$ cat src/rtl/fpc_defines.vh
// Constants for the flash power-mode and reset host controller
`ifndef FPC_DEFINES_VH
`define FPC_DEFINES_VH
`define FPC_CLK_PERIOD_NS 50
`define FPC_RECOVERY_NS 150
`define FPC_RECOVERY_CYC ((`FPC_RECOVERY_NS + `FPC_CLK_PERIOD_NS - 1) / `FPC_CLK_PERIOD_NS)
`define FPC_RESET_LOW_NS 100
`define FPC_RESET_LOW_CYC ((`FPC_RESET_LOW_NS + `FPC_CLK_PERIOD_NS - 1) / `FPC_CLK_PERIOD_NS)
`define FPC_CNT_W 8
`define FPC_CMD_READ_ARRAY 8'hFF
`define FPC_CMD_READ_STATUS 8'h70
`define FPC_CMD_CLEAR_STATUS 8'h50
`define FPC_CMD_PROGRAM 8'h40
`define FPC_CMD_ERASE 8'h20
`define FPC_CMD_ERASE_CONFIRM 8'hD0
`define FPC_SR_READY_BIT 7
`define FPC_SR_SUPPLY_LOW_BIT 3
`define FPC_OP_PROGRAM 2'h0
`define FPC_OP_ERASE 2'h1
`define FPC_OP_READ 2'h2
`define FPC_OP_STATUS 2'h3
`endif

$ cat src/rtl/fpc_host.v
// Host-side controller driving a parallel flash through its control pins
// Flash rules this block works with, and what it does about them
// Flash refuses program/erase under low program supply; host reports supply_low_flag.
// Chip select low with reset high means active; host accesses only then.
// After a read with stable address the flash idles holding data.
// Host raises chip select when idle, putting the flash in standby.
// In standby the flash floats data regardless of output drive.
// Chip select high mid-operation lets the flash finish it.
// Reset/power-down low deselects, floats outputs, enters deep power-down.
// After releasing reset/power-down, host waits recovery time before reading.
// Reset/power-down low during program/erase aborts it; data becomes invalid.
// Deep power-down clears the status register.
// Writes only with write strobe and chip select both low.
// Memory changes only after a full two-cycle command sequence.
// While reset/power-down is low all control inputs are ignored.
// Latched command survives chip-select and supply transitions.
// Command interface defaults to read-array after reset.
// After program/erase host issues read-array before reading array data.
// Reset/power-down follows the system reset.
// Recovery time is a parameter; reads wait until it elapses.
`timescale 1ns/1ps
`default_nettype none
`include "fpc_defines.vh"
module fpc_host #(
	parameter AW = 22,
	parameter DW = 16,
	parameter RECOVERY_CYC = `FPC_RECOVERY_CYC,
	parameter RESET_LOW_CYC = `FPC_RESET_LOW_CYC
) (
	input wire clk_in,
	input wire arst_n_in,
	input wire req_in,
	input wire [1:0] op_in,
	input wire [AW-1:0] addr_in,
	input wire [DW-1:0] wdata_in,
	input wire powerdown_in,
	input wire [DW-1:0] dq_in,
	output reg [DW-1:0] dq_out,
	output reg dq_oe_n_out,
	output reg [AW-1:0] addr_out,
	output reg chip_select_n_out,
	output reg write_strobe_n_out,
	output reg output_drive_n_out,
	output reg reset_powerdown_n_out,
	output reg busy_out,
	output reg done_out,
	output reg [DW-1:0] rdata_out,
	output reg supply_low_flag_out,
	output reg op_error_out,
	output reg ready_out
);
	localparam S_PD = 4'h0;
	localparam S_RECOVER = 4'h1;
	localparam S_IDLE = 4'h2;
	localparam S_W1_SETUP = 4'h3;
	localparam S_W1_STROBE = 4'h4;
	localparam S_W1_HOLD = 4'h5;
	localparam S_RD_SETUP = 4'h6;
	localparam S_RD_SAMPLE = 4'h7;
	localparam S_POLL = 4'h8;
	localparam S_DONE = 4'h9;
	localparam [1:0] PH_CMD = 2'h0;
	localparam [1:0] PH_DATA = 2'h1;
	localparam [1:0] PH_RESTORE = 2'h2;
	localparam [`FPC_CNT_W-1:0] REC_CYC = RECOVERY_CYC[`FPC_CNT_W-1:0];
	localparam [`FPC_CNT_W-1:0] RLOW_CYC = RESET_LOW_CYC[`FPC_CNT_W-1:0];

	reg [3:0] st_r;
	reg [1:0] ph_r;
	reg [1:0] op_r;
	reg [`FPC_CNT_W-1:0] cnt_r;
	reg [DW-1:0] wd_r;
	reg [2:0] pd_sync_r;
	reg [DW-1:0] dq_s1_r;
	reg [DW-1:0] dq_s2_r;
	reg pd_lvl_r;
	// First-cycle command byte for each operation
	function [7:0] first_cmd;
		input [1:0] op;
		begin
			case (op)
			`FPC_OP_PROGRAM: first_cmd = `FPC_CMD_PROGRAM;
			`FPC_OP_ERASE: first_cmd = `FPC_CMD_ERASE;
			`FPC_OP_STATUS: first_cmd = `FPC_CMD_READ_STATUS;
			default: first_cmd = `FPC_CMD_READ_ARRAY;
			endcase
		end
	endfunction
	always @(posedge clk_in or negedge arst_n_in) begin
		if (!arst_n_in) begin
			pd_sync_r <= 3'h0;
			pd_lvl_r <= 1'b0;
			dq_s1_r <= {DW{1'b0}};
			dq_s2_r <= {DW{1'b0}};
		end else begin
			pd_sync_r <= {pd_sync_r[1:0], powerdown_in};
			pd_lvl_r <= (pd_sync_r[1] == pd_sync_r[2]) ? pd_sync_r[2] : pd_lvl_r;
			dq_s1_r <= dq_in;
			dq_s2_r <= dq_s1_r;
		end
	end

	wire pd_req = pd_lvl_r;
	always @(posedge clk_in or negedge arst_n_in) begin
		if (!arst_n_in) begin
			// system reset
			st_r <= S_PD;
			ph_r <= PH_CMD;
			op_r <= `FPC_OP_READ;
			cnt_r <= {`FPC_CNT_W{1'b0}};
			wd_r <= {DW{1'b0}};
			dq_out <= {DW{1'b0}};
			dq_oe_n_out <= 1'b1;
			addr_out <= {AW{1'b0}};
			chip_select_n_out <= 1'b1;
			write_strobe_n_out <= 1'b1;
			output_drive_n_out <= 1'b1;
			reset_powerdown_n_out <= 1'b0;
			busy_out <= 1'b1;
			done_out <= 1'b0;
			rdata_out <= {DW{1'b0}};
			supply_low_flag_out <= 1'b0;
			op_error_out <= 1'b0;
			ready_out <= 1'b0;
		end else begin
			done_out <= 1'b0;
			if (pd_req && st_r != S_PD) begin
				// deep power-down, all strobes released
				// aborts a running program or erase
				st_r <= S_PD;
				cnt_r <= {`FPC_CNT_W{1'b0}};
				reset_powerdown_n_out <= 1'b0;
				chip_select_n_out <= 1'b1;
				write_strobe_n_out <= 1'b1;
				output_drive_n_out <= 1'b1;
				dq_oe_n_out <= 1'b1;
				busy_out <= 1'b1;
				ready_out <= 1'b0;
				// status cleared by power-down
				supply_low_flag_out <= 1'b0;
				op_error_out <= 1'b0;
			end else begin
				case (st_r)
				S_PD: begin
					// hold low a minimum time, nothing else driven
					if (cnt_r < RLOW_CYC) begin
						cnt_r <= cnt_r + 1'b1;
					end else if (!pd_req) begin
						reset_powerdown_n_out <= 1'b1;
						cnt_r <= {`FPC_CNT_W{1'b0}};
						st_r <= S_RECOVER;
					end
				end
				S_RECOVER: begin
					// recovery time before any read
					// count is a parameter
					if (cnt_r + 1'b1 >= REC_CYC) begin
						st_r <= S_IDLE;
						busy_out <= 1'b0;
						ready_out <= 1'b1;
						// flash starts in read-array mode
						ph_r <= PH_DATA;
						op_r <= `FPC_OP_READ;
					end else begin
						cnt_r <= cnt_r + 1'b1;
					end
				end
				S_IDLE: begin
					// chip select high while idle gives standby
					chip_select_n_out <= 1'b1;
					if (req_in) begin
						op_r <= op_in;
						addr_out <= addr_in;
						wd_r <= wdata_in;
						busy_out <= 1'b1;
						ready_out <= 1'b0;
						done_out <= 1'b0;
						// flash keeps read mode, so plain reads skip the command
						if (op_in == `FPC_OP_READ && op_r == `FPC_OP_READ) begin
							st_r <= S_RD_SETUP;
						end else begin
							ph_r <= PH_CMD;
							dq_out <= {{(DW-8){1'b0}}, first_cmd(op_in)};
							st_r <= S_W1_SETUP;
						end
					end
				end
				S_W1_SETUP: begin
					// active mode for the access
					chip_select_n_out <= 1'b0;
					output_drive_n_out <= 1'b1;
					dq_oe_n_out <= 1'b0;
					st_r <= S_W1_STROBE;
				end
				S_W1_STROBE: begin
					// write only with both strobes low
					write_strobe_n_out <= 1'b0;
					st_r <= S_W1_HOLD;
				end
				S_W1_HOLD: begin
					write_strobe_n_out <= 1'b1;
					chip_select_n_out <= 1'b1;
					st_r <= S_W1_SETUP;
					// program and erase take a second cycle
					if (ph_r == PH_CMD && (op_r == `FPC_OP_PROGRAM || op_r == `FPC_OP_ERASE)) begin
						ph_r <= PH_DATA;
						dq_out <= (op_r == `FPC_OP_ERASE) ?
							{{(DW-8){1'b0}}, `FPC_CMD_ERASE_CONFIRM} : wd_r;
					end else if (ph_r == PH_DATA && op_r != `FPC_OP_READ) begin
						// chip select may rise while the flash works
						dq_oe_n_out <= 1'b1;
						st_r <= S_POLL;
						cnt_r <= {`FPC_CNT_W{1'b0}};
					end else if (ph_r == PH_RESTORE) begin
						dq_oe_n_out <= 1'b1;
						op_r <= `FPC_OP_READ;
						ph_r <= PH_DATA;
						st_r <= S_DONE;
					end else begin
						dq_oe_n_out <= 1'b1;
						ph_r <= PH_DATA;
						st_r <= S_RD_SETUP;
					end
				end
				S_RD_SETUP: begin
					chip_select_n_out <= 1'b0;
					output_drive_n_out <= 1'b0;
					cnt_r <= {`FPC_CNT_W{1'b0}};
					st_r <= S_RD_SAMPLE;
				end
				S_RD_SAMPLE: begin
					// Two-stage data path plus access time before capture
					if (cnt_r == 8'h03) begin
						rdata_out <= dq_s2_r;
						// address stays put after the read
						output_drive_n_out <= 1'b1;
						chip_select_n_out <= 1'b1;
						busy_out <= 1'b0;
						ready_out <= 1'b1;
						done_out <= 1'b1;
						st_r <= S_IDLE;
					end else begin
						cnt_r <= cnt_r + 1'b1;
					end
				end
				S_POLL: begin
					chip_select_n_out <= 1'b0;
					output_drive_n_out <= 1'b0;
					if (cnt_r == 8'h03) begin
						cnt_r <= {`FPC_CNT_W{1'b0}};
						output_drive_n_out <= 1'b1;
						chip_select_n_out <= 1'b1;
						if (dq_s2_r[`FPC_SR_READY_BIT]) begin
							// supply-low abort reported
							supply_low_flag_out <= dq_s2_r[`FPC_SR_SUPPLY_LOW_BIT];
							op_error_out <= |dq_s2_r[5:1];
							// back to read-array before array reads
							ph_r <= PH_RESTORE;
							dq_out <= {{(DW-8){1'b0}}, `FPC_CMD_READ_ARRAY};
							st_r <= S_W1_SETUP;
						end
					end else begin
						cnt_r <= cnt_r + 1'b1;
					end
				end
				S_DONE: begin
					busy_out <= 1'b0;
					ready_out <= 1'b1;
					done_out <= 1'b1;
					st_r <= S_IDLE;
				end
				default: st_r <= S_PD;
				endcase
			end
		end
	end
endmodule
`default_nettype wire

$ cat config.mk
export PLATFORM = sky130hd
export DESIGN_NAME = fpc_host
export DESIGN_NICKNAME = d
export VERILOG_FILES = /design/src/rtl/fpc_host.v
export VERILOG_INCLUDE_DIRS = /design/src /design/src/rtl
export SDC_FILE = /design/constraint.sdc
export NUM_CORES = 1
export LEC_CHECK = 0
export BUFFER_PORTS_ARGS = -buffer_cell sky130_fd_sc_hd__buf_4
export CAP_MARGIN = 20
export CORE_ASPECT_RATIO = 1.25
export CORE_MARGIN = 10
export CORE_UTILIZATION = 50
export CTS_CLUSTER_DIAMETER = 40
export DETAILED_ROUTE_END_ITERATION = 6
export PLACE_DENSITY = 0.74
export SYNTH_ARGS = -nofsm -noshare
export SYNTH_HDL_FRONTEND = slang
export SYNTH_SLANG_ARGS = --single-unit
$ cat constraint.sdc
create_clock -name clk_in -period 5.2 [get_ports clk_in]
set_input_delay 0.52 -clock clk_in [delete_from_list [all_inputs] [get_ports clk_in]]
set_output_delay 0.52 -clock clk_in [all_outputs]
set_load 0.02 [all_outputs]
==> results of run 1 <==
==> metrics by stage <==
| stage | std cells | hold slack, ps | area, um^2 |
|---|---|---|---|
| floorplan | 548 | 224 | 5690 |
| global placement | 782 | 331 | 6690 |
| detailed placement | 783 | 335 | 6710 |
| CTS | 815 | 197 | 7320 |
| global route | 817 | 187 | 7340 |
| finish | 817 | 209 | 7340 |
==> power by group <==
group	internal (uW)	switching [uW]
clock	763	452
sequential	1320	239
combinational	628	809
total	2710	1500
==> area by class of cell <==
cell class	instances	area (um^2)	share of cell area, %
inverter	18	68.8	0.937
clock inverter	12	169	2.30
multi-input combinational	372	2200	29.9
sequential	132	3310	45.1
tap	135	169	2.30
clock buffer	20	437	5.95
timing repair buffer	128	988	13.5
==> state kept, by name, summed over array words and instances, names as in the netlist, 4 cells and up <==
| name | count |
|---|---|
| addr_out | 22 |
| cnt_r | 8 |
| dq_out | 16 |
| dq_s1_r | 16 |
| dq_s2_r | 16 |
| rdata_out | 16 |
| st_r | 4 |
| wd_r | 16 |
==> worst max-delay path: cells and delay by family (launching register included) <==
kind	cells	cell delay [ps]
AOI/OAI and AO/OA	3	1360
DFF	1	620
and+or+nand+nor	2	850
buffers and inverters	1	220
==> layout by cell type, fill, tap and decap left out, types with 7 or more instances in the layout <==
master	n
sky130_fd_sc_hd__nand3b_1	7
sky130_fd_sc_hd__buf_4	125
sky130_fd_sc_hd__a21oi_1	25
sky130_fd_sc_hd__dfrtp_1	126
sky130_fd_sc_hd__clkbuf_16	17
sky130_fd_sc_hd__nor2_1	40
sky130_fd_sc_hd__o21ai_0	22
sky130_fd_sc_hd__nor3_1	10
sky130_fd_sc_hd__inv_1	16
sky130_fd_sc_hd__nand3_1	19
sky130_fd_sc_hd__mux2_2	16
sky130_fd_sc_hd__nand2_1	127
==> cells by family (layout without fill, tap and decap cells) <==
group	after synthesis	after routing
AOI/OAI and AO/OA	91	91
buffers and inverters	44	178
adders and majority gates	4	4
muxes	25	25
xor gates and xnor gates	4	4
DFF	132	132
and+or+nand+nor	248	248
==> final timing paths <==
check                      startpoint  cells past startpoint  slack, ps           to
min in group asynchronous   arst_n_in                      1        270  dq_s1_r[11]
hold reg to reg            dq_s1_r[2]                      0        340   dq_s2_r[2]
setup reg to reg              st_r[0]                      6       1980    dq_out[5]
max in group asynchronous   arst_n_in                      2       3740     cnt_r[6]
hold / removal               dq_in[1]                      1        210   dq_s1_r[1]
setup / recovery              st_r[0]                      6       1980    dq_out[5]
==> per-layer routing <==
| metal | track usage [%] | share of wire [%] | vias up |
|---|---|---|---|
| li1 | - | - | 2141 |
| met1 | 20.4 | 39 | 2165 |
| met2 | 29.5 | 52 | 142 |
| met3 | 7.57 | 7.4 | 23 |
| met4 | 6.08 | 1.7 | 0 |
| met5 | 0 | 0 | - |
==> results.md, run 1 <==
Clock tree:
- The TritonCTS clock tree is built.
- In this run the deepest clock path goes through 2 buffers.
- The CTS H-tree depth is 4.
- The number of buffers inserted by hold repair at cts is 0.
- The CTS root buffer is sky130_fd_sc_hd__clkbuf_16.
- Clock latency on the worst-skew pair, taken at its later pin, is 420 ps.
- Clock tree synthesis inserted a total of 17 buffers.
- Clock-pin slew was measured on the worst setup and hold paths at about 60 ps.
- The setup fix buffers added after clock tree synthesis is 0.
- The count of clock tree sinks is 132.
- The number of instances resized during post-cts repair is 0.

Power:
- After layout, the design draws a total of about 4200 uW.
- The leakage power is around 0.0036 uW.
- The total power divided by cell area is 574 mW/mm^2.
- The maximum VDD drop is approximately 0.00034 V.

Global route:
- The largest net degree at the start of global routing is between 80 and 90.
- The global-route total usage across every layer is 18.0%.
- The initial antenna violation count came to 0.
- The number of global-route vias before repair is 4568.
- The total global routing overflow is 0.
- The first global-routing pass estimated around 23000 um of wire.

Cells and area:
- The count of filler cells inserted in the layout is 856.
- The final standard cell utilization of the core is roughly 66%.
- From synthesis to final layout, the design area changed by 29.0%.
- The number of antenna diodes in the final layout is 0.
- The layout net count is 732.
- The post-route netlist has 29.2% of its cells at a drive strength greater than 1.

Die:
- The height of the die is approximately 140 um.
- In this run the count of I/O pins placed on the die edge is 124.
- From left edge to right edge, the die measures around 120 um.
- The floorplan die area is 0.0161 mm^2.
- The initial core utilization is 51.1%.
- The initialized floorplan defines 43 standard-cell rows.
- The total core area is between 0.01 and 0.015 mm^2.

Min path:
- The worst hold path belongs to the class input port to flip-flop.

Synth:
- By area, the combinational part of the netlist is dominated by simple AND/OR/NAND/NOR gates.
- The parity-gate share of the synthesized area counting xor and xnor cells is less than 1%.
- The compound-cell area share of the yosys netlist is 11.2%.
- Sorting the synthesized cells by how often they occur yields sky130_fd_sc_hd__nand2_1 (127), sky130_fd_sc_hd__dfrtp_1 (126), sky130_fd_sc_hd__nor2_1 (40).
- A synthesized cell averages 10.4 um^2.
- After synthesis, the share of flip-flops with an asynchronous set or reset is 100%.
- The synthesized netlist devotes less than 1% of its cell area to adder and majority cells.
- In the synthesized netlist the dominant register cell turns out to be sky130_fd_sc_hd__dfrtp_1.
- Summing the sequential cell areas from Yosys gives 58.2% of the chip area.
- The synthesized design contains ~130 register bits.
- The number of distinct library cells after synthesis is 73.
- After synthesis the cells add up to ~0.0057 mm^2.
- The net count of the mapped netlist is between 600 and 700.
- Summing the areas of all and, or, nand and nor instances in the mapped netlist gives between 20% and 30% of the synthesized area.
- During synthesis, Yosys emitted a total of 0 warnings.
- The leading cell type by number of instances after synthesis is sky130_fd_sc_hd__nand2_1.
- Sorting the synthesized cells by area gives the leading types as sky130_fd_sc_hd__dfrtp_1 (55%), sky130_fd_sc_hd__nand2_1 (8.4%), sky130_fd_sc_hd__mux2_2 (3.2%).
- The top cell type by area accounts for about 55% of the synthesized area.
- The mux share of post-synthesis cell area is under 10%.
- Synthesis handed over a netlist of ~550 instances.
- In this run, synthesis inferred 0 flip-flops with an integrated enable.
- The biggest area contributor in the post-synthesis netlist is sky130_fd_sc_hd__dfrtp_1.

Route:
- For this run, the detailed router's first-pass iteration total came to 4.
- The detailed-route wire length per cell is roughly 17 um.
- The initial DRC count is around 280.
- Dividing the detail-routed via count by the number of cells gives 5.47.
- After detailed routing, the total wire length is 14200 um.
- The remaining design rule violation count is 0.
- The residual antenna-violating net count after detailed routing is 0.
- The total via count in the routed design is between 4000 and 5000.

Setup path:
- The largest fanout of any net on the critical path is 32.
- The critical path is of the flip-flop to flip-flop type.
- Walking the worst path, the cells encountered are nor4_2 > nor2_1 > buf_6 > a21oi_1 > o311a_1 > a41oi_1.
- The kind of start point of the critical path is a flip-flop.
- The kind of end point of the critical path is a flip-flop.
- The largest individual stage delay along the critical path comes from the cell sky130_fd_sc_hd__o311a_1.
- STA puts the critical path data arrival time at roughly 3500 ps.
- The peak per-stage delay on the critical path is between 900 and 1000 ps.
- The endpoint required time on the critical path is 5430 ps.

STA:
- The smallest clock period supported by the final layout is computed as 3220 ps.
- Setup repair after global routing left no endpoint under its margin.
- The post-route fraction of the period consumed by the critical path is between 60% and 70%.
- At the pin with the least slew margin, the transition time is about 1100 ps.
- The maximum clock frequency is 310 MHz.
- Setup violations remaining at the end of the flow were counted as 0.
- The worst-case headroom to the max-slew limit is between 20 and 30%.
- The final setup slack of the worst path is about 2000 ps.
- The post-route clock skew is between 7 and 8 ps.
- The setup TNS after final layout is 0 ps.
- The number of failing hold endpoints at the final stage is 0.
- The total count of max-transition violations in the final report is 0.

Flow run:
- Across the run, the number of max-cap violations was 0.

Placement:
- The minimum setup slack after placement is 2040 ps.
- The final estimated routing congestion in global placement is slightly below 0.9.
- The count of buffers added on input and output ports is about 120.
- The placed wire-length estimate is 9840 um.

Run status:
- The flow ran to the end, and the final reports show no timing, DRC or antenna violations.
(Power assumes the default switching activity.)
==> run 2, diff against run 1 <==
ABC_AREA = 1   (was not set)
CORE_UTILIZATION = 49   (was 50)
PLACE_DENSITY = 0.76   (was 0.74)
clock period = 2.81 ns   (was 5.2 ns; I/O delays follow)
==> run 2 against run 1 <==
Compared with the run above: utilization is 0.51 points higher; clock power grew 71%; sequential power grew 74%; flip-flop and latch count stayed put; power rose by 74%; die area fell by 0.55%; worst hold slack worse by 130 ps; critical path depth increased by 5; sequential share of layout area fell by 0.13 points; first-iteration DRC count is 13% higher; critical endpoint is now cnt_r[1].
==> results.md, run 2 <==
Synth:
- The synthesized cell area is around 0.0055 mm^2.
- The number of standard cells after synthesis is about 540.
- The net count of the mapped netlist is 606.
- Yosys attributes the largest share of cell area to sky130_fd_sc_hd__dfrtp_1 (57%), sky130_fd_sc_hd__nand2_1 (7.7%), sky130_fd_sc_hd__mux2_1 (6.5%).
- The mean post-synth cell area is between 10 and 15 um^2.
- The area share of the largest cell type after synthesis is ~57%.
- The dominant cell type by area after synthesis is sky130_fd_sc_hd__dfrtp_1.
- The number of flops mapped to enable cells by yosys is 0.
- After synthesis, the netlist uses 37 different library cells.
- Counting flops with an async set or reset pin after synthesis yields a share of 100%.
- Summing the sequential cell areas from Yosys gives 59.8% of the chip area.
- By count the netlist is led by sky130_fd_sc_hd__dfrtp_1 (126), sky130_fd_sc_hd__nand2_1 (114), sky130_fd_sc_hd__nor2_1 (55).
- By instance count, the leading cell after synthesis is sky130_fd_sc_hd__dfrtp_1.
- During synthesis, Yosys emitted a total of 0 warnings.
- Counting flops and latches in the post-synthesis netlist gives 132.
- The primary flip-flop cell chosen by synthesis mapping is sky130_fd_sc_hd__dfrtp_1.

Die:
- Row generation in the floorplan step produced 43 rows.
- Once the floorplan was initialized, standard cells occupied 50.0% of the core.
- The chip width is 115 um.
- The total core area is about 0.011 mm^2.
- The floorplan step set the die height to between 100 and 150 um.
- The number of top-level pins is 124.
- The floorplan die area is ~0.016 mm^2.

Global route:
- The first-pass GRT wire length is approximately 23000 um.
- The initial antenna violation count is 0.
- The largest net degree at the start of global routing is between 40 and 50.
- The busiest layer in global routing is met2.
- The global-route total usage across every layer is 17.5%.
- Global routing used between 10% and 20% of the available met1 tracks.
- The number of global-route vias before repair is about 4600.
- Global routing used 5.54% of the available met3 tracks.
- For met2 alone, demand over resource in global routing was a little under a third.
- The total overflow left after global routing is 0.

STA:
- The post-route clock skew is 16.7 ps.
- The worst pin sits at a relative slew slack of 56.7%.
- For the pin with the worst max-slew slack, the measured transition is 645 ps.
- Setup repair after global routing left no endpoint under its margin.
- The number of setup violations in the final report is 0.
- The final critical delay including setup and external delays is about 2300 ps.
- The total count of max-transition violations in the final report was 0.
- The number of failing hold endpoints at the final stage came to 0.
- The post-route fraction of the period consumed by the critical path is about 82%.
- The maximum clock frequency is 435 MHz.
- For the final routed database, the setup TNS stands at 0 ps.
- The final setup slack of the worst path is between 500 and 600 ps.

Min path:
- The startpoint identified for the worst hold timing path is addr_in[3].
- The path class of the tightest hold or removal check is input port to flip-flop.
- The path with the worst hold slack has its endpoint at addr_out[3].
- The worst hold path passes through 2 cells.

Flow run:
- The count of maximum capacitance violations is 0.

Power:
- The overall power consumption is 7330 uW.
- The total power divided by cell area is 996 mW/mm^2.
- The maximum VDD drop is approximately 0.00069 V.
- The leakage power is 0.00374 uW.

Cells and area:
- The layout net count is around 760.
- The flip-flop count of the largest register, all copies and words added is 22.
- The most frequent standard cell in the layout excluding fill and tap cells is sky130_fd_sc_hd__buf_4.
- From synthesis to final layout, the design area changed by 32.9%.
- The most flop-heavy register is addr_out.
- Of the cells placed in the final design, the portion with a size suffix greater than 1 is between 20% and 30%.
- The top cell types in the final layout, fill and taps aside, are sky130_fd_sc_hd__buf_4 (129), sky130_fd_sc_hd__dfrtp_1 (126), sky130_fd_sc_hd__nand2_1 (114).
- 0 antenna diodes ended up in the layout.
- The count of filler cells inserted in the layout is 864.

Run status:
- The flow ran to the end, and the final reports show no timing, DRC or antenna violations.

Route:
- Before antenna repair, the detailed router went through 5 iterations.
- The total via count in the routed design is 4340.
- The detailed-route wire length per cell is 16.3 um.
- The detail route stage leaves a number of antenna-violating nets equal to 0.
- Wires add up to about 14000 um.
- In this run, the number of DRC markers left after iteration 0 of detailed routing was between 300 and 400.
- After detailed routing, the number of remaining DRC violations is 0.
- The via count normalized by instance count is around 5.1.

Placement:
- The count of port buffers added during placement is around 120.
- The HPWL after detailed placement is 10100 um.
- The minimum setup slack after placement is around 520 ps.
- At the end of routability-driven placement, the weighted congestion stood at 0.951.

Setup path:
- The worst setup path is captured at a flip-flop.
- The kind of start point of the critical path is a flip-flop.
- The critical path's most frequent cell is sky130_fd_sc_hd__nand2_2.
- The number of buffers and inverters on the critical path is 2.
- For the worst setup path, the data arrival time is roughly 2600 ps.
- For this run, the slowest stage of the critical path takes 460 ps.
- The critical path goes through nor2_2 > nand2_2 > inv_2 > nor2_4 > inv_2 > nand3_2 > nand2_2 > nor3_4 > nand2_2 > nand2_1 > nand2_1.
- The logic depth of the worst register-to-register path is 11.
- The largest fanout of any net on the critical path is 24.
- The category of cells accounting for the largest share of critical-path delay is simple AND/OR/NAND/NOR gates.
- The cell with the largest stage delay on the worst path is sky130_fd_sc_hd__dfrtp_1.
- The endpoint identified for the worst register-to-register timing path is cnt_r[1].
- The startpoint-to-endpoint class of the critical path is flip-flop to flip-flop.
- For the worst setup path, the data required time is slightly above 3000 ps.
- Setup slack on the worst reg-to-reg path comes out at ~500 ps.
- The origin of the critical flop-to-flop path is st_r[2].

Clock tree:
- The longest clock path from root to sink contains 2 buffers.
- Buffers added to address setup during post-CTS repair amount to 0.
- The insertion delay of the later-clocked pin in the worst-skew pair is between 400 and 500 ps.
- The TritonCTS clock tree is built.
- The CTS H-tree depth is 4.
- After clock tree synthesis, the clock-pin slew on the worst setup and hold paths is about 60 ps.
- The number of buffers created by CTS is 17.
- The clock net in this run drives a total of 132 sinks.
- The CTS root buffer is sky130_fd_sc_hd__clkbuf_16.
-- run 2: stage by stage --
stage | instance area (um^2) | util [%] | instances | hold WS, ps
2_1_floorplan | 5540 | - | 543 | -14.6
3_3_place_gp | 6620 | 59.7 | 794 | 292
3_5_place_dp | 6620 | 59.7 | 794 | 300
4_1_cts | 7360 | 66.4 | 844 | 68.8
5_1_grt | 7360 | 66.4 | 844 | 65.7
6_report | 7360 | 66.4 | 844 | 78.3
-- run 2: worst max-delay path by stage --
stage                  start        to  slack [ps]  cells past startpoint
floorplan           cnt_r[1]  cnt_r[1]        1120                     11
finish               st_r[2]  cnt_r[1]         510                     11
detailed placement   st_r[2]  cnt_r[1]         520                     11
global placement     st_r[2]  cnt_r[4]         550                     11
CTS                  st_r[2]  cnt_r[1]         500                     11
global route         st_r[2]  cnt_r[2]         270                     11
-- run 2: power by group --
group | switching, uW | internal [uW] | total, uW
Sequential | 302 | 2410 | 2710
Combinational | 1550 | 995 | 2550
Clock | 807 | 1270 | 2070
-- run 2: what timing repair did --
action | in CTS | in global routing
hold buffers | 18 | 0
resized for setup | 0 | 0
endpoints found under the setup margin | 0 | 0
hold endpoints to repair | 56 | 0
-- run 2: area by class of cell --
class	instances	area [um^2]	area share, %
clock buffer	21	460	6.25
multi-input combinational	347	1960	26.6
clock inverter	11	104	1.41
sequential	132	3310	45.0
inverter	50	188	2.55
tap	135	169	2.29
timing repair buffer	148	1170	15.9
-- run 2: worst reg2reg max path: stages (launching register included) --
cell	delay, ps
sky130_fd_sc_hd__dfrtp_1	460
sky130_fd_sc_hd__nor2_2	100
sky130_fd_sc_hd__nand2_2	120
sky130_fd_sc_hd__inv_2	70
sky130_fd_sc_hd__nor2_4	260
sky130_fd_sc_hd__inv_2	270
sky130_fd_sc_hd__nand3_2	140
sky130_fd_sc_hd__nand2_2	70
sky130_fd_sc_hd__nor3_4	330
sky130_fd_sc_hd__nand2_2	200
sky130_fd_sc_hd__nand2_1	110
sky130_fd_sc_hd__nand2_1	60
-- run 2: cells by family (layout without fill, tap and decap cells) --
family          Yosys count  after routing  share of synthesized area [%]
compound gates           60             60                           5.96
mux                      47             47                           9.82
xor+xnor                  1              1                          0.158
simple gates            235            235                           18.6
buf+inv                  64            230                           4.83
flops                   132            132                           59.8
fa+ha+maj                 4              4                          0.858
-- run 2: per-layer routing --
layer	part of all wire, %	vias to the layer above
met5	0	-
met4	1.8	0
met3	5.5	21
met2	56	118
met1	37	2121
li1	-	2080
==> run 3, diff against run 2 <==
clock period = 2 ns   (was 2.81 ns; I/O delays follow)
==> run 3 against run 2 <==
Compared with the run above: final area is 7.6% higher; worst setup slack lost 440 ps; critical endpoint is now wd_r[11]; global-route usage increased by 2.0 points; sequential power is 42% higher; clock skew is 1.1 ps lower; register-to-register slack lost 440 ps; non-clock buffer count rose by 43; worst hold slack worse by 56 ps; critical path depth down 5; count of clock-buffer cells in the layout shrank 3; clock power up 59%; flip-flop and latch count did not move; critical path type unchanged.
==> results.md, run 3 (synthesis results as in run 2) <==
Run status:
- The flow ran to the end, and the final reports show no timing, DRC or antenna violations.

Route:
- The via count normalized by instance count is 5.17.
- The residual antenna-violating net count after detailed routing is 0.
- The number of iterations in the first detailed-routing pass is 4.
- The remaining design rule violation count is 0.
- The met3 layer wire length in the routed design is about 760 um.
- In this run, the number of DRC markers left after iteration 0 of detailed routing was 261.
- The highest layer touched by signal routing is met4.
- The detailed-route wire length per cell is approximately 17 um.
- The total via count in the routed design is ~4600.
- Wire segments on met2 add up to approximately 8400 um in the final route.
- The aggregate routed wire length is 15000 um.
- The met1 wire length is roughly 5400 um.

Cells and area:
- Registers take around 0.0033 mm^2.
- More flip-flops sit in one register than any other, and that register is addr_out.
- The register with the most flip-flops in the layout has 22 of them.
- The multi-input combinational cells in the finished layout cover a total of 0.00201 mm^2.
- In the layout the commonest cells are sky130_fd_sc_hd__buf_4 (138), sky130_fd_sc_hd__dfrtp_1 (123), sky130_fd_sc_hd__nand2_1 (112).
- The post-route netlist has ~31% of its cells at a drive strength greater than 1.
- The final instance area is about 0.008 mm^2.
- For this run, the post-layout net count is between 800 and 900.
- The count of filler cells inserted in the layout is roughly 800.
- The layout-stage area growth over the synthesis result is 42.9%.
- The most frequent standard cell in the layout excluding fill and tap cells is sky130_fd_sc_hd__buf_4.

Die:
- The number of rows in the core area is 43.
- The floorplan step set the die width to 115 um.
- The region available for standard cell placement spans 0.0111 mm^2.
- 124 I/O pins were placed.
- The floorplan die area is approximately 0.016 mm^2.
- The initial core utilization is between 40% and 50%.
- The height of the die is about 140 um.

Setup path:
- The largest fanout of any net on the critical path is 42.
- The largest single stage delay on the critical path is between 400 and 500 ps.
- In this run the critical register-to-register path is launched from st_r[0].
- STA puts the critical path data required time at roughly 2300 ps.
- The largest individual stage delay along the critical path comes from the cell sky130_fd_sc_hd__dfrtp_1.
- Walking the worst path, the cells encountered are inv_2 > nand3_1 > nor2_2 > nand3_2 > buf_12 > mux2_1.
- The logic depth of the worst register-to-register path is 6.
- The setup slack of the worst register-to-register path is ~72 ps.
- The critical path in this run is classified as flip-flop to flip-flop.
- In this run the critical register-to-register path is captured at wd_r[11].
- The category of cells accounting for the largest share of critical-path delay is simple AND/OR/NAND/NOR gates.
- STA classifies the critical path endpoint as a flip-flop.
- Together, buffers and inverters on the worst path number 2.
- The critical path arrival is 2210 ps.
- The worst setup path is launched from a flip-flop.

Global route:
- The total global routing overflow is 0.
- The initial antenna violation count is 0.
- Entering global routing, the biggest net connects a little under 50 pins.
- The first global-routing pass estimated approximately 25000 um of wire.
- In the global route stage, overall resource usage came out at 19.5%.
- The number of global-route vias before repair is approximately 5000.

Clock tree:
- TritonCTS built the clock tree.
- The root buffer cell chosen for the clock tree is sky130_fd_sc_hd__clkbuf_16.
- The number of buffers created by CTS is 17.
- The insertion delay of the later-clocked pin in the worst-skew pair is roughly 420 ps.
- The CTS H-tree depth is 4.
- The clock-pin slew of the registers on the worst-case setup and hold paths is around 60 ps.
- Counting along the longest clock path gives a buffer depth of 2.
- The clock drives 132 sinks.

STA:
- The number of setup violations in the final report is 0.
- The post-route clock skew is 15.6 ps.
- The maximum clock frequency is 519 MHz.
- Setup repair after global routing could not meet its margin everywhere.
- The final critical path takes up a little over nine tenths of the cycle.
- The actual transition at the worst max-transition pin is roughly 620 ps.
- The total count of max-transition violations in the final report is 0.
- The number of failing hold endpoints at the final stage was 0.
- Subtracting the final worst setup slack from the clock period gives 1930 ps.
- Measured against its own limit, the worst slew margin works out to ~59%.

Placement:
- The final estimated routing congestion in global placement is about 0.94.
- The placed standard-cell area is ~0.0067 mm^2.
- During placement, the flow inserted port buffers numbering between 100 and 150.
- After legalization and detailed placement, the total HPWL measured 10300 um.

Min path:
- The startpoint of the tightest hold check path is wdata_in[9].
- Counting instances, the worst hold path has a depth of 2.
- The worst min-delay path class is input port to flip-flop.
- For hold timing, the worst endpoint is wd_r[9].

Power:
- For this design the ratio of total power to cell area is 1400 mW/mm^2.
- The leakage power is about 0.0040 uW.
- The overall power consumption is 11100 uW.
- The worst-case IR drop observed on VDD is ~0.00065 V.

Flow run:
- The count of maximum capacitance violations is 0.
## run 3: how the worst max path moves through the flow
stage / startpoint / end / slack, ps / cells past startpoint
global placement: cnt_r[1] / cnt_r[3] / -40 / 11
detailed placement: cnt_r[1] / cnt_r[3] / -50 / 11
global route: st_r[0] / ph_r[0] / -10 / 10
finish: st_r[0] / wd_r[11] / 70 / 6
CTS: cnt_r[1] / cnt_r[1] / 30 / 11
floorplan: cnt_r[1] / cnt_r[1] / 310 / 11
## run 3: what timing repair did
action	CTS	global route
endpoints found under the hold margin	85	0
resized for setup	2	15
setup buffers	2	2
endpoints found under the setup margin	10	82
hold buffers	49	0
pin swaps	1	3
## run 3: layout make-up
type,instances,area share [%]
flip-flops and latches,132,41.9
diodes,1,0.0316
multi-input cells,347,25.4
clock inverters,14,2.51
clock buffers,18,5.42
repair buffers,191,20.3
well taps,135,2.13
inverters,50,2.40
## run 3: power by group
group          switching (uW)  leakage, uW  internal (uW)  total, uW
registers                 460      0.00163           3390       3850
clock network            1200     0.000306           2110       3300
logic                    2310      0.00204           1610       3920
## run 3: worst reg2reg max path: stages, from the launching register on
cell and delay, ps:
sky130_fd_sc_hd__dfrtp_1 440, sky130_fd_sc_hd__inv_2 120, sky130_fd_sc_hd__nand3_1 160, sky130_fd_sc_hd__nor2_2 330, sky130_fd_sc_hd__nand3_2 140, sky130_fd_sc_hd__buf_12 210, sky130_fd_sc_hd__mux2_1 390
## run 3: metal layers
layer / GRT usage [%] / up-vias
li1: - / 2176
met1: 21.2 / 2253
met2: 33.9 / 131
met3: 5.11 / 33
met4: 9.46 / 0
met5: 0 / -
## run 3: per-stage QoR
stage | setup slack [ps] | cells | hold slack [ps] | utilization (%) | TNS [ps]
after floorplan | 312 | 543 | -95.6 | - | 0
after global placement | -41.2 | 802 | 235 | 60.6 | -297
after detailed placement | -51.0 | 802 | 255 | 60.6 | -382
after CTS | 27.4 | 885 | 2.71 | 70.9 | 0
after global routing | -13.1 | 887 | 1.66 | 71.4 | -22.8
final | 71.7 | 888 | 21.9 | 71.4 | 0
